## config.mk

```make
export PLATFORM = sky130hd
export DESIGN_NAME = timer_core
export DESIGN_NICKNAME = d
export VERILOG_FILES = /design/src/timer_pkg.sv /design/src/osc_link_if.sv /design/src/osc_divider.sv /design/src/timer_core.sv
export VERILOG_INCLUDE_DIRS = /design/src
export SDC_FILE = /design/constraint.sdc
export NUM_CORES = 1
export LEC_CHECK = 0
export ABC_AREA = 1
export BUFFER_PORTS_ARGS = -buffer_cell sky130_fd_sc_hd__clkbuf_2
export CORE_MARGIN = 8
export CORE_UTILIZATION = 55
export DETAILED_ROUTE_END_ITERATION = 12
export PLACE_DENSITY = 0.83
export SYNTH_ARGS = -nofsm -noshare
export SYNTH_HDL_FRONTEND = slang
export SYNTH_SLANG_ARGS = --single-unit
```

## constraint.sdc

```tcl
create_clock -name clk -period 4.5 [get_ports clk]
set_clock_uncertainty 0.2 [all_clocks]
set_input_delay 0.675 -clock clk [delete_from_list [all_inputs] [get_ports clk]]
set_output_delay 0.675 -clock clk [all_outputs]
set_load 0.02 [all_outputs]
```

## src/timer_consts.svh

```systemverilog
// constants for the free-running timer core: offsets, fields, resets, counts
// assumes a byte-wide processor bus and clk as the 4x oscillator clock
`ifndef TIMER_CONSTS_SVH
`define TIMER_CONSTS_SVH

// ----------------------------------------------------------------
// register offsets (byte addresses on the processor bus)
// ----------------------------------------------------------------
`define A_CNT_HI 6'h00
`define A_CNT_LO 6'h01
`define A_OCR_FIRST 6'h02
`define A_OCR_LAST 6'h0B
`define A_CMP_FLAGS 6'h0C
`define A_CMP_IRQ_EN 6'h0D
`define A_CMP_PIN_ACT 6'h0E
`define A_TIMER_MASK_TWO 6'h0F
`define A_WRAP_FLAG 6'h10

// ----------------------------------------------------------------
// fields and reset values
// ----------------------------------------------------------------
`define WRAP_IE_BIT 7
`define WRAP_FLAG_BIT 7
`define CNT_RST 16'h0000
`define OCR_RST 16'hFFFF
`define CNT_MAX 16'hFFFF

// ----------------------------------------------------------------
// timing counts
// ----------------------------------------------------------------
`define OSC_PER_BUS 3'h4
`define STARTUP_BUS_CYCLES 12'hFE0
`define PACC_TAP_MASK 15'h003F
`define WD_TAP_MASK 15'h7FFF

`endif

```

## src/timer_pkg.sv

```systemverilog
// types shared by the timer core and its oscillator divider
// assumes timer_consts.svh for all numeric constants
package timer_pkg;

    typedef enum logic [1:0] {
        ST_DELAY,
        ST_INT_ONLY,
        ST_RUN,
        ST_STOPPED
    } clk_state_t;

    typedef struct packed {
        logic [1:0] phase;
        logic phase_clk;
        logic eclk;
        logic strobe;
        logic tick;
    } div_state_t;

    typedef struct packed {
        clk_state_t st;
        logic [11:0] baud_div;
        logic [11:0] start_mark;
        logic [14:0] chain;
        logic [15:0] count;
        logic [4:0][15:0] ocr;
        logic [4:0] flags;
        logic [4:0] irq_en;
        logic [4:0] pin_act;
        logic [4:0] match_prev;
        logic [4:0] pins;
        logic [4:0] irq;
        logic wrap_flag;
        logic wrap_ie;
        logic wrap_irq;
        logic [1:0] presc;
        logic presc_done;
        logic window_open;
        logic [7:0] lo_hold;
        logic [2:0] freeze;
        logic [7:0] rdata;
        logic pacc_tap;
        logic wd_tap;
    } core_state_t;

endpackage
```

## src/osc_link_if.sv

```systemverilog
// carrier between the timer core and the oscillator divider
// assumes both ends run on the same clk
`timescale 1ns/1ps
interface osc_link_if;
    logic tick;
    logic phase_clk;
    logic eclk;
    logic strobe;
    logic int_en;
    logic ext_en;
    modport div (output tick, output phase_clk, output eclk, output strobe,
                 input int_en, input ext_en);
    modport core (input tick, input phase_clk, input eclk, input strobe,
                  output int_en, output ext_en);
endinterface

```

## src/osc_divider.sv

```systemverilog
// oscillator divider: phase clock, lagging bus clock and address strobe
// assumes clk is the oscillator, four clk periods per bus cycle
`timescale 1ns/1ps
module osc_divider (
    // clock and reset
    input wire logic clk,
    input wire logic rst,
    // link to the timer core
    osc_link_if.div lnk
);
    import timer_pkg::*;

    div_state_t q_r;
    div_state_t q_nxt;

    // ----------------------------------------------------------------
    // quarter-cycle sequencer
    // ----------------------------------------------------------------
    // outputs are decoded from the next phase so they leave flops directly
    always_comb begin
        q_nxt = q_r;
        q_nxt.phase = q_r.phase + 2'h1;
        q_nxt.tick = (q_r.phase == 2'h2); // one pulse per bus cycle
        q_nxt.phase_clk = lnk.int_en & q_nxt.phase[1];
        // bus clock is the phase clock delayed one quarter: 90 degrees late
        q_nxt.eclk = lnk.ext_en & ~(q_nxt.phase[1] ^ q_nxt.phase[0]);
        q_nxt.strobe = lnk.ext_en & (q_nxt.phase == 2'h1);
    end

    always_ff @(posedge clk) begin
        if (rst) begin
            q_r <= '0;
        end else begin
            q_r <= q_nxt;
        end
    end

    assign lnk.tick = q_r.tick;
    assign lnk.phase_clk = q_r.phase_clk;
    assign lnk.eclk = q_r.eclk;
    assign lnk.strobe = q_r.strobe;
endmodule // osc_divider

```

## src/timer_core.sv

```systemverilog
// free-running timer core with five compare channels and clock taps
// assumes byte bus strobes synchronous to clk; clk is the 4x oscillator
`timescale 1ns/1ps
`include "timer_consts.svh"
module timer_core (
    // clock and reset
    input wire logic clk,
    input wire logic rst,
    // processor bus
    input wire logic [5:0] addr,
    input wire logic rd_stb,
    input wire logic wr_stb,
    input wire logic [7:0] wdata,
    output logic [7:0] rdata,
    // mode control
    input wire logic stop_req,
    input wire logic test_mode,
    input wire logic test_baud_clear,
    // timer outputs
    output logic [4:0] cmp_pins,
    output logic [4:0] cmp_irq,
    output logic wrap_irq,
    // clock taps
    output logic pacc_clock_tap,
    output logic watchdog_clock_tap,
    output logic internal_phase_clock,
    output logic bus_clock,
    output logic address_latch_strobe
);
    import timer_pkg::*;

    core_state_t q_r;
    core_state_t q_nxt;
    osc_link_if lnk ();

    // ----------------------------------------------------------------
    // helpers
    // ----------------------------------------------------------------
    // low chain bits that must be all ones for one counter step
    function automatic logic [3:0] presc_mask(input logic [1:0] sel);
        case (sel)
            2'h0: presc_mask = 4'h0;
            2'h1: presc_mask = 4'h3;
            2'h2: presc_mask = 4'h7;
            default: presc_mask = 4'hF;
        endcase
    endfunction

    function automatic logic is_ocr(input logic [5:0] a);
        is_ocr = (a >= `A_OCR_FIRST) && (a <= `A_OCR_LAST);
    endfunction

    osc_divider u_div (
        .clk(clk),
        .rst(rst),
        .lnk(lnk)
    );

    logic run;
    logic step;
    assign run = (q_r.st == ST_INT_ONLY) || (q_r.st == ST_RUN);
    assign step = lnk.tick && run && ((q_r.chain[3:0] & presc_mask(q_r.presc))
                                      == presc_mask(q_r.presc));
    assign lnk.int_en = run;
    assign lnk.ext_en = (q_r.st == ST_RUN);

    // ----------------------------------------------------------------
    // next-state logic
    // ----------------------------------------------------------------
    always_comb begin
        logic [5:0] off;
        logic [2:0] ch;
        logic hit;
        off = '0;
        ch = '0;
        hit = 1'b0;
        q_nxt = q_r;
        q_nxt.pacc_tap = 1'b0;
        q_nxt.wd_tap = 1'b0;

        // baud divider runs on the raw oscillator, so stop cannot hold it
        if (test_mode && test_baud_clear) begin
            q_nxt.baud_div = '0;
        end else if (lnk.tick) begin
            q_nxt.baud_div = q_r.baud_div + 12'h001;
        end

        // clock sequencing: power-up and stop exit share the same delay
        case (q_r.st)
            ST_DELAY: begin
                if (lnk.tick && (q_r.baud_div - q_r.start_mark ==
                                 `STARTUP_BUS_CYCLES - 12'h001)) begin
                    q_nxt.st = ST_INT_ONLY;
                end
            end
            ST_INT_ONLY: begin
                if (lnk.tick) begin
                    q_nxt.st = ST_RUN;
                end
            end
            ST_RUN: begin
                if (stop_req) begin
                    q_nxt.st = ST_STOPPED;
                end
            end
            ST_STOPPED: begin
                if (!stop_req) begin
                    q_nxt.st = ST_DELAY;
                    q_nxt.start_mark = q_nxt.baud_div;
                end
            end
            default: q_nxt.st = ST_DELAY;
        endcase

        // shared chain: taps come off it before the prescale mask applies
        if (lnk.tick && run) begin
            q_nxt.chain = q_r.chain + 15'h0001;
            if ((q_r.chain & `PACC_TAP_MASK) == `PACC_TAP_MASK) begin
                q_nxt.pacc_tap = 1'b1;
                q_nxt.window_open = 1'b0;
            end
            if (q_r.chain == `WD_TAP_MASK) begin
                q_nxt.wd_tap = 1'b1;
            end
        end

        // bus writes; flag clears come before hardware sets so sets win
        if (wr_stb) begin
            if (is_ocr(addr)) begin
                off = addr - `A_OCR_FIRST;
                ch = {1'b0, off[2:1]} + (off[3] ? 3'h4 : 3'h0);
                if (off[0]) begin
                    q_nxt.ocr[ch][7:0] = wdata;
                end else begin
                    q_nxt.ocr[ch][15:8] = wdata;
                end
            end
            case (addr)
                `A_CMP_FLAGS: q_nxt.flags = q_r.flags & ~wdata[4:0];
                `A_CMP_IRQ_EN: q_nxt.irq_en = wdata[4:0];
                `A_CMP_PIN_ACT: q_nxt.pin_act = wdata[4:0];
                `A_WRAP_FLAG: begin
                    if (wdata[`WRAP_FLAG_BIT]) begin
                        q_nxt.wrap_flag = 1'b0;
                    end
                end
                `A_TIMER_MASK_TWO: begin
                    q_nxt.wrap_ie = wdata[`WRAP_IE_BIT];
                    // prescale is time-protected and takes one write only
                    if (q_r.window_open && !q_r.presc_done) begin
                        q_nxt.presc = wdata[1:0];
                        q_nxt.presc_done = 1'b1;
                    end
                end
                default: ;
            endcase
        end

        // counter has no load path at all, only the step below
        if (step) begin
            q_nxt.count = q_r.count + 16'h0001;
            if (q_r.count == `CNT_MAX) begin
                q_nxt.wrap_flag = 1'b1;
            end
        end

        // comparators sample once per bus cycle; pins act on first match only
        if (lnk.tick && run) begin
            for (int i = 0; i < 5; i++) begin
                hit = (q_r.count == q_r.ocr[i]);
                q_nxt.match_prev[i] = hit;
                if (hit) begin
                    q_nxt.flags[i] = 1'b1;
                    if (!q_r.match_prev[i] && q_r.pin_act[i]) begin
                        q_nxt.pins[i] = ~q_r.pins[i];
                    end
                end
            end
        end
        q_nxt.irq = q_nxt.flags & q_nxt.irq_en;
        q_nxt.wrap_irq = q_nxt.wrap_flag & q_nxt.wrap_ie;

        // low-byte latch: frozen one bus cycle by a high-byte read
        if (q_r.freeze != 3'h0) begin
            q_nxt.freeze = q_r.freeze - 3'h1;
        end
        if (rd_stb) begin
            off = addr - `A_OCR_FIRST;
            ch = {1'b0, off[2:1]} + (off[3] ? 3'h4 : 3'h0);
            case (addr)
                `A_CNT_HI: begin
                    q_nxt.rdata = q_r.count[15:8];
                    q_nxt.lo_hold = q_r.count[7:0];
                    // the read edge itself plus three more clk make one bus cycle
                    q_nxt.freeze = `OSC_PER_BUS - 3'h1;
                end
                `A_CNT_LO: q_nxt.rdata = (q_r.freeze != 3'h0) ?
                                         q_r.lo_hold : q_r.count[7:0];
                `A_CMP_FLAGS: q_nxt.rdata = {3'h0, q_r.flags};
                `A_CMP_IRQ_EN: q_nxt.rdata = {3'h0, q_r.irq_en};
                `A_CMP_PIN_ACT: q_nxt.rdata = {3'h0, q_r.pin_act};
                `A_TIMER_MASK_TWO: q_nxt.rdata = {q_r.wrap_ie, 5'h00, q_r.presc};
                `A_WRAP_FLAG: q_nxt.rdata = {q_r.wrap_flag, 7'h00};
                default: begin
                    if (is_ocr(addr)) begin
                        q_nxt.rdata = off[0] ? q_r.ocr[ch][7:0] : q_r.ocr[ch][15:8];
                    end else begin
                        q_nxt.rdata = 8'h00;
                    end
                end
            endcase
        end
    end

    // ----------------------------------------------------------------
    // state register
    // ----------------------------------------------------------------
    always_ff @(posedge clk) begin
        if (rst) begin
            q_r <= '0;
            q_r.st <= ST_DELAY;
            q_r.count <= `CNT_RST;
            q_r.ocr <= {5{`OCR_RST}};
            q_r.window_open <= 1'b1;
        end else begin
            q_r <= q_nxt;
        end
    end

    assign rdata = q_r.rdata;
    assign cmp_pins = q_r.pins;
    assign cmp_irq = q_r.irq;
    assign wrap_irq = q_r.wrap_irq;
    assign pacc_clock_tap = q_r.pacc_tap;
    assign watchdog_clock_tap = q_r.wd_tap;
    assign internal_phase_clock = lnk.phase_clk;
    assign bus_clock = lnk.eclk;
    assign address_latch_strobe = lnk.strobe;

    for (genvar g = 0; g < 5; g++) begin : g_chk

    end
endmodule // timer_core

```

==> impl_metrics.json <==
{
  "cp.arrival_ns": 3.11,
  "critical_path_required_ns": 4.75,
  "synth-edff-count": 0,
  "worstMarginPinSlew_ns": 0.938,
  "drt_wl_total_um": 40100,
  "area_growth_pct": 8.95,
  "vias": 11400,
  "cts_hold_buf": 0,
  "cts_buffer_depth": 3,
  "grt_use_total_pct": 32.5,
  "cts.sinks": 201,
  "slew_headroom_pct": 37.2,
  "io_pins": 45,
  "wl_per_cell_um": 21.2,
  "yosysTopAreaCellShare_pct": 36.5,
  "htreeDepth": 1,
  "ys_seq_elements": 201,
  "antenna_left": 0,
  "use_met2_pct": 49.2,
  "tritoncts": "done",
  "synth_seq_area_share_pct": 36.5,
  "powerDensity_mw_per_mm2": 362,
  "status": "finished clean",
  "antenna_found_initial": 0,
  "ys_types": 52,
  "hpwl_um": 29700,
  "p_leak_nw": 5.53,
  "hp-class": "reg -> reg",
  "die_area_mm2": 0.0248,
  "synth_common_cells": "nand2_1 (302), inv_1 (218), dfxtp_1 (201)",
  "r2r_cells": 7,
  "insertion_delay_ns": 0.51,
  "grt_first_pass_wirelength_um": 61200,
  "io_buffers": 44,
  "vdd_drop_max_mv": 0.240,
  "synth_nets": 1660,
  "synth.area.top_cells": "dfxtp_1 (36%), nand2_1 (10%), o21ai_0 (7.8%)",
  "yosysTopAreaCell": "dfxtp_1",
  "crit_path_start_kind": "flip-flop",
  "gr-usage-met3_pct": 5.60,
  "fmax_mhz": 349,
  "start_util_pct": 55.2,
  "grt_pass1_vias": 10500,
  "drv_cap": 0,
  "cp_max_fo": 13,
  "whs_ns": 0.262,
  "die_h_um": 158,
  "path_class": "reg -> reg",
  "post_cts_buffers": 0,
  "min_path_cells": 2,
  "finalHoldViolCount": 0,
  "dr.pass1.iters": 5,
  "period_share_pct": 63.6,
  "ys_warn_count": 0,
  "busiest_layer": "met2",
  "end_kind": "flip-flop",
  "tns_ns": 0,
  "drt_iter0_markers": 1383,
  "clk_root_buffer_cell": "clkbuf_16",
  "place_inst": 1854,
  "ys.flop_type": "dfxtp_1",
  "die_w_um": 158,
  "rows": 52,
  "core_mm2": 0.0200,
  "grt_start_max_net_pins": 59,
  "clkTransAtPathRegs_ns": 0.06,
  "vias_per_cell": 6.02,
  "grt_setup_unrepaired": "no",
  "gp_congestion": 0.998,
  "min_period_ns": 2.86,
  "drc": 0,
  "antenna_cells": 0,
  "syn_inst": 1614,
  "post_cts_resized": 0,
  "layout-drive-gt1-share_pct": 8.44,
  "gr-total-overflow": 0,
  "finalNonFillerCells": 1893,
  "cts_buffers": 22,
  "syn-cell-area_mm2": 0.0110,
  "p_total_mw": 4.34,
  "setup_viol": 0,
  "grtUsageMet1_pct": 44.6,
  "nets": 1654,
  "synth_async_sr_flop_share_pct": 0,
  "synth_area_per_cell_um2": 6.83,
  "synth_most_common_cell": "nand2_1",
  "slew_violations": 0
}
[metal layers]
metal  part of all wire (%)  routed length, um  up-vias
met5                      0                  0        -
met4                    4.7               1870        0
met3                     11               4590      116
met2                     42              17000      643
met1                     42              16700     5309
li1                       -                  -     5327
[cell type report]
class | instances | area (um^2)
inverter | 230 | 863
tap | 270 | 338
clock buffer | 30 | 641
fill | 1865 | 7960
timing repair buffer | 59 | 348
clock inverter | 9 | 118
sequential | 201 | 4020
multi-input combinational | 1094 | 5680
[flip-flops by register name, summed over array words and instances (netlist names)]
signal               cells
cmp_irq                  5
cmp_pins                 5
pacc_clock_tap           1
q_r                    174
rdata                    8
u_div.lnk.eclk           1
u_div.lnk.phase_clk      1
u_div.lnk.strobe         1
u_div.lnk.tick           1
u_div.q_r                2
watchdog_clock_tap       1
wrap_irq                 1
[stage by stage]
stage / util [%] / setup slack [ns] / instance area [um^2]
4_1_cts: 60.2 / 1.74 / 12000
3_5_place_dp: 56.4 / 1.46 / 11300
5_1_grt: 60.2 / 1.54 / 12000
6_report: 60.2 / 1.64 / 12000
3_3_place_gp: 56.4 / 1.46 / 11300
2_1_floorplan: - / 1.98 / 11000
[layout by cell type (no fill, tap or decap), types with 6 or more instances in the layout]
cell type / netlist / routed
nand2_1: 302 / 302
inv_1: 218 / 218
dfxtp_1: 201 / 201
o21ai_0: 172 / 172
nor2_1: 148 / 148
a21oi_1: 126 / 126
nand3_1: 67 / 67
clkbuf_2: 2 / 43
o211ai_1: 40 / 40
nand4_1: 35 / 35
nor3_1: 29 / 29
ha_1: 24 / 24
nor4_1: 22 / 22
clkbuf_16: 0 / 22
xnor2_1: 20 / 20
o22ai_1: 19 / 19
buf_4: 23 / 15
xor2_1: 13 / 13
inv_2: 11 / 11
o2111ai_1: 8 / 8
nand2_2: 7 / 7
a211oi_1: 7 / 7
or2_2: 7 / 7
clkbuf_8: 0 / 6
[logic make-up after synthesis]
| group | Yosys count | share of synthesized area, % |
|---|---|---|
| adder cells (fa/ha/maj) | 25 | 2.90 |
| multiplexers | 1 | 0.0908 |
| buffers and inverters | 319 | 12.0 |
| AND/OR/NAND/NOR | 640 | 25.9 |
| AO/OA/AOI/OAI | 395 | 20.0 |
| flip-flops | 201 | 36.5 |
| XOR/XNOR | 33 | 2.62 |
[final timing paths]
path / end / slack, ns / from
max reg2reg: cmp_pins[3] / 1.64 / q_r[143]
min: watchdog_clock_tap / 0.26 / q_r[168]
max: cmp_pins[3] / 1.64 / q_r[143]
min reg2reg: watchdog_clock_tap / 0.26 / q_r[168]
[critical path: stages, from the launching register on]
cell	delay [ns]
dfxtp_1	0.45
inv_1	0.54
o22ai_1	0.25
nor4_1	0.72
nand4_1	0.33
nand2_1	0.14
nand2_1	0.05
nor2_1	0.10
[power by group]
part | switching [mW] | internal (mW) | total (mW)
Clock | 0.770 | 1.12 | 1.89
Combinational | 0.410 | 0.179 | 0.589
Sequential | 0.0413 | 1.83 | 1.87
Total | 1.22 | 3.12 | 4.34
Power figures use the tool's default switching activity.
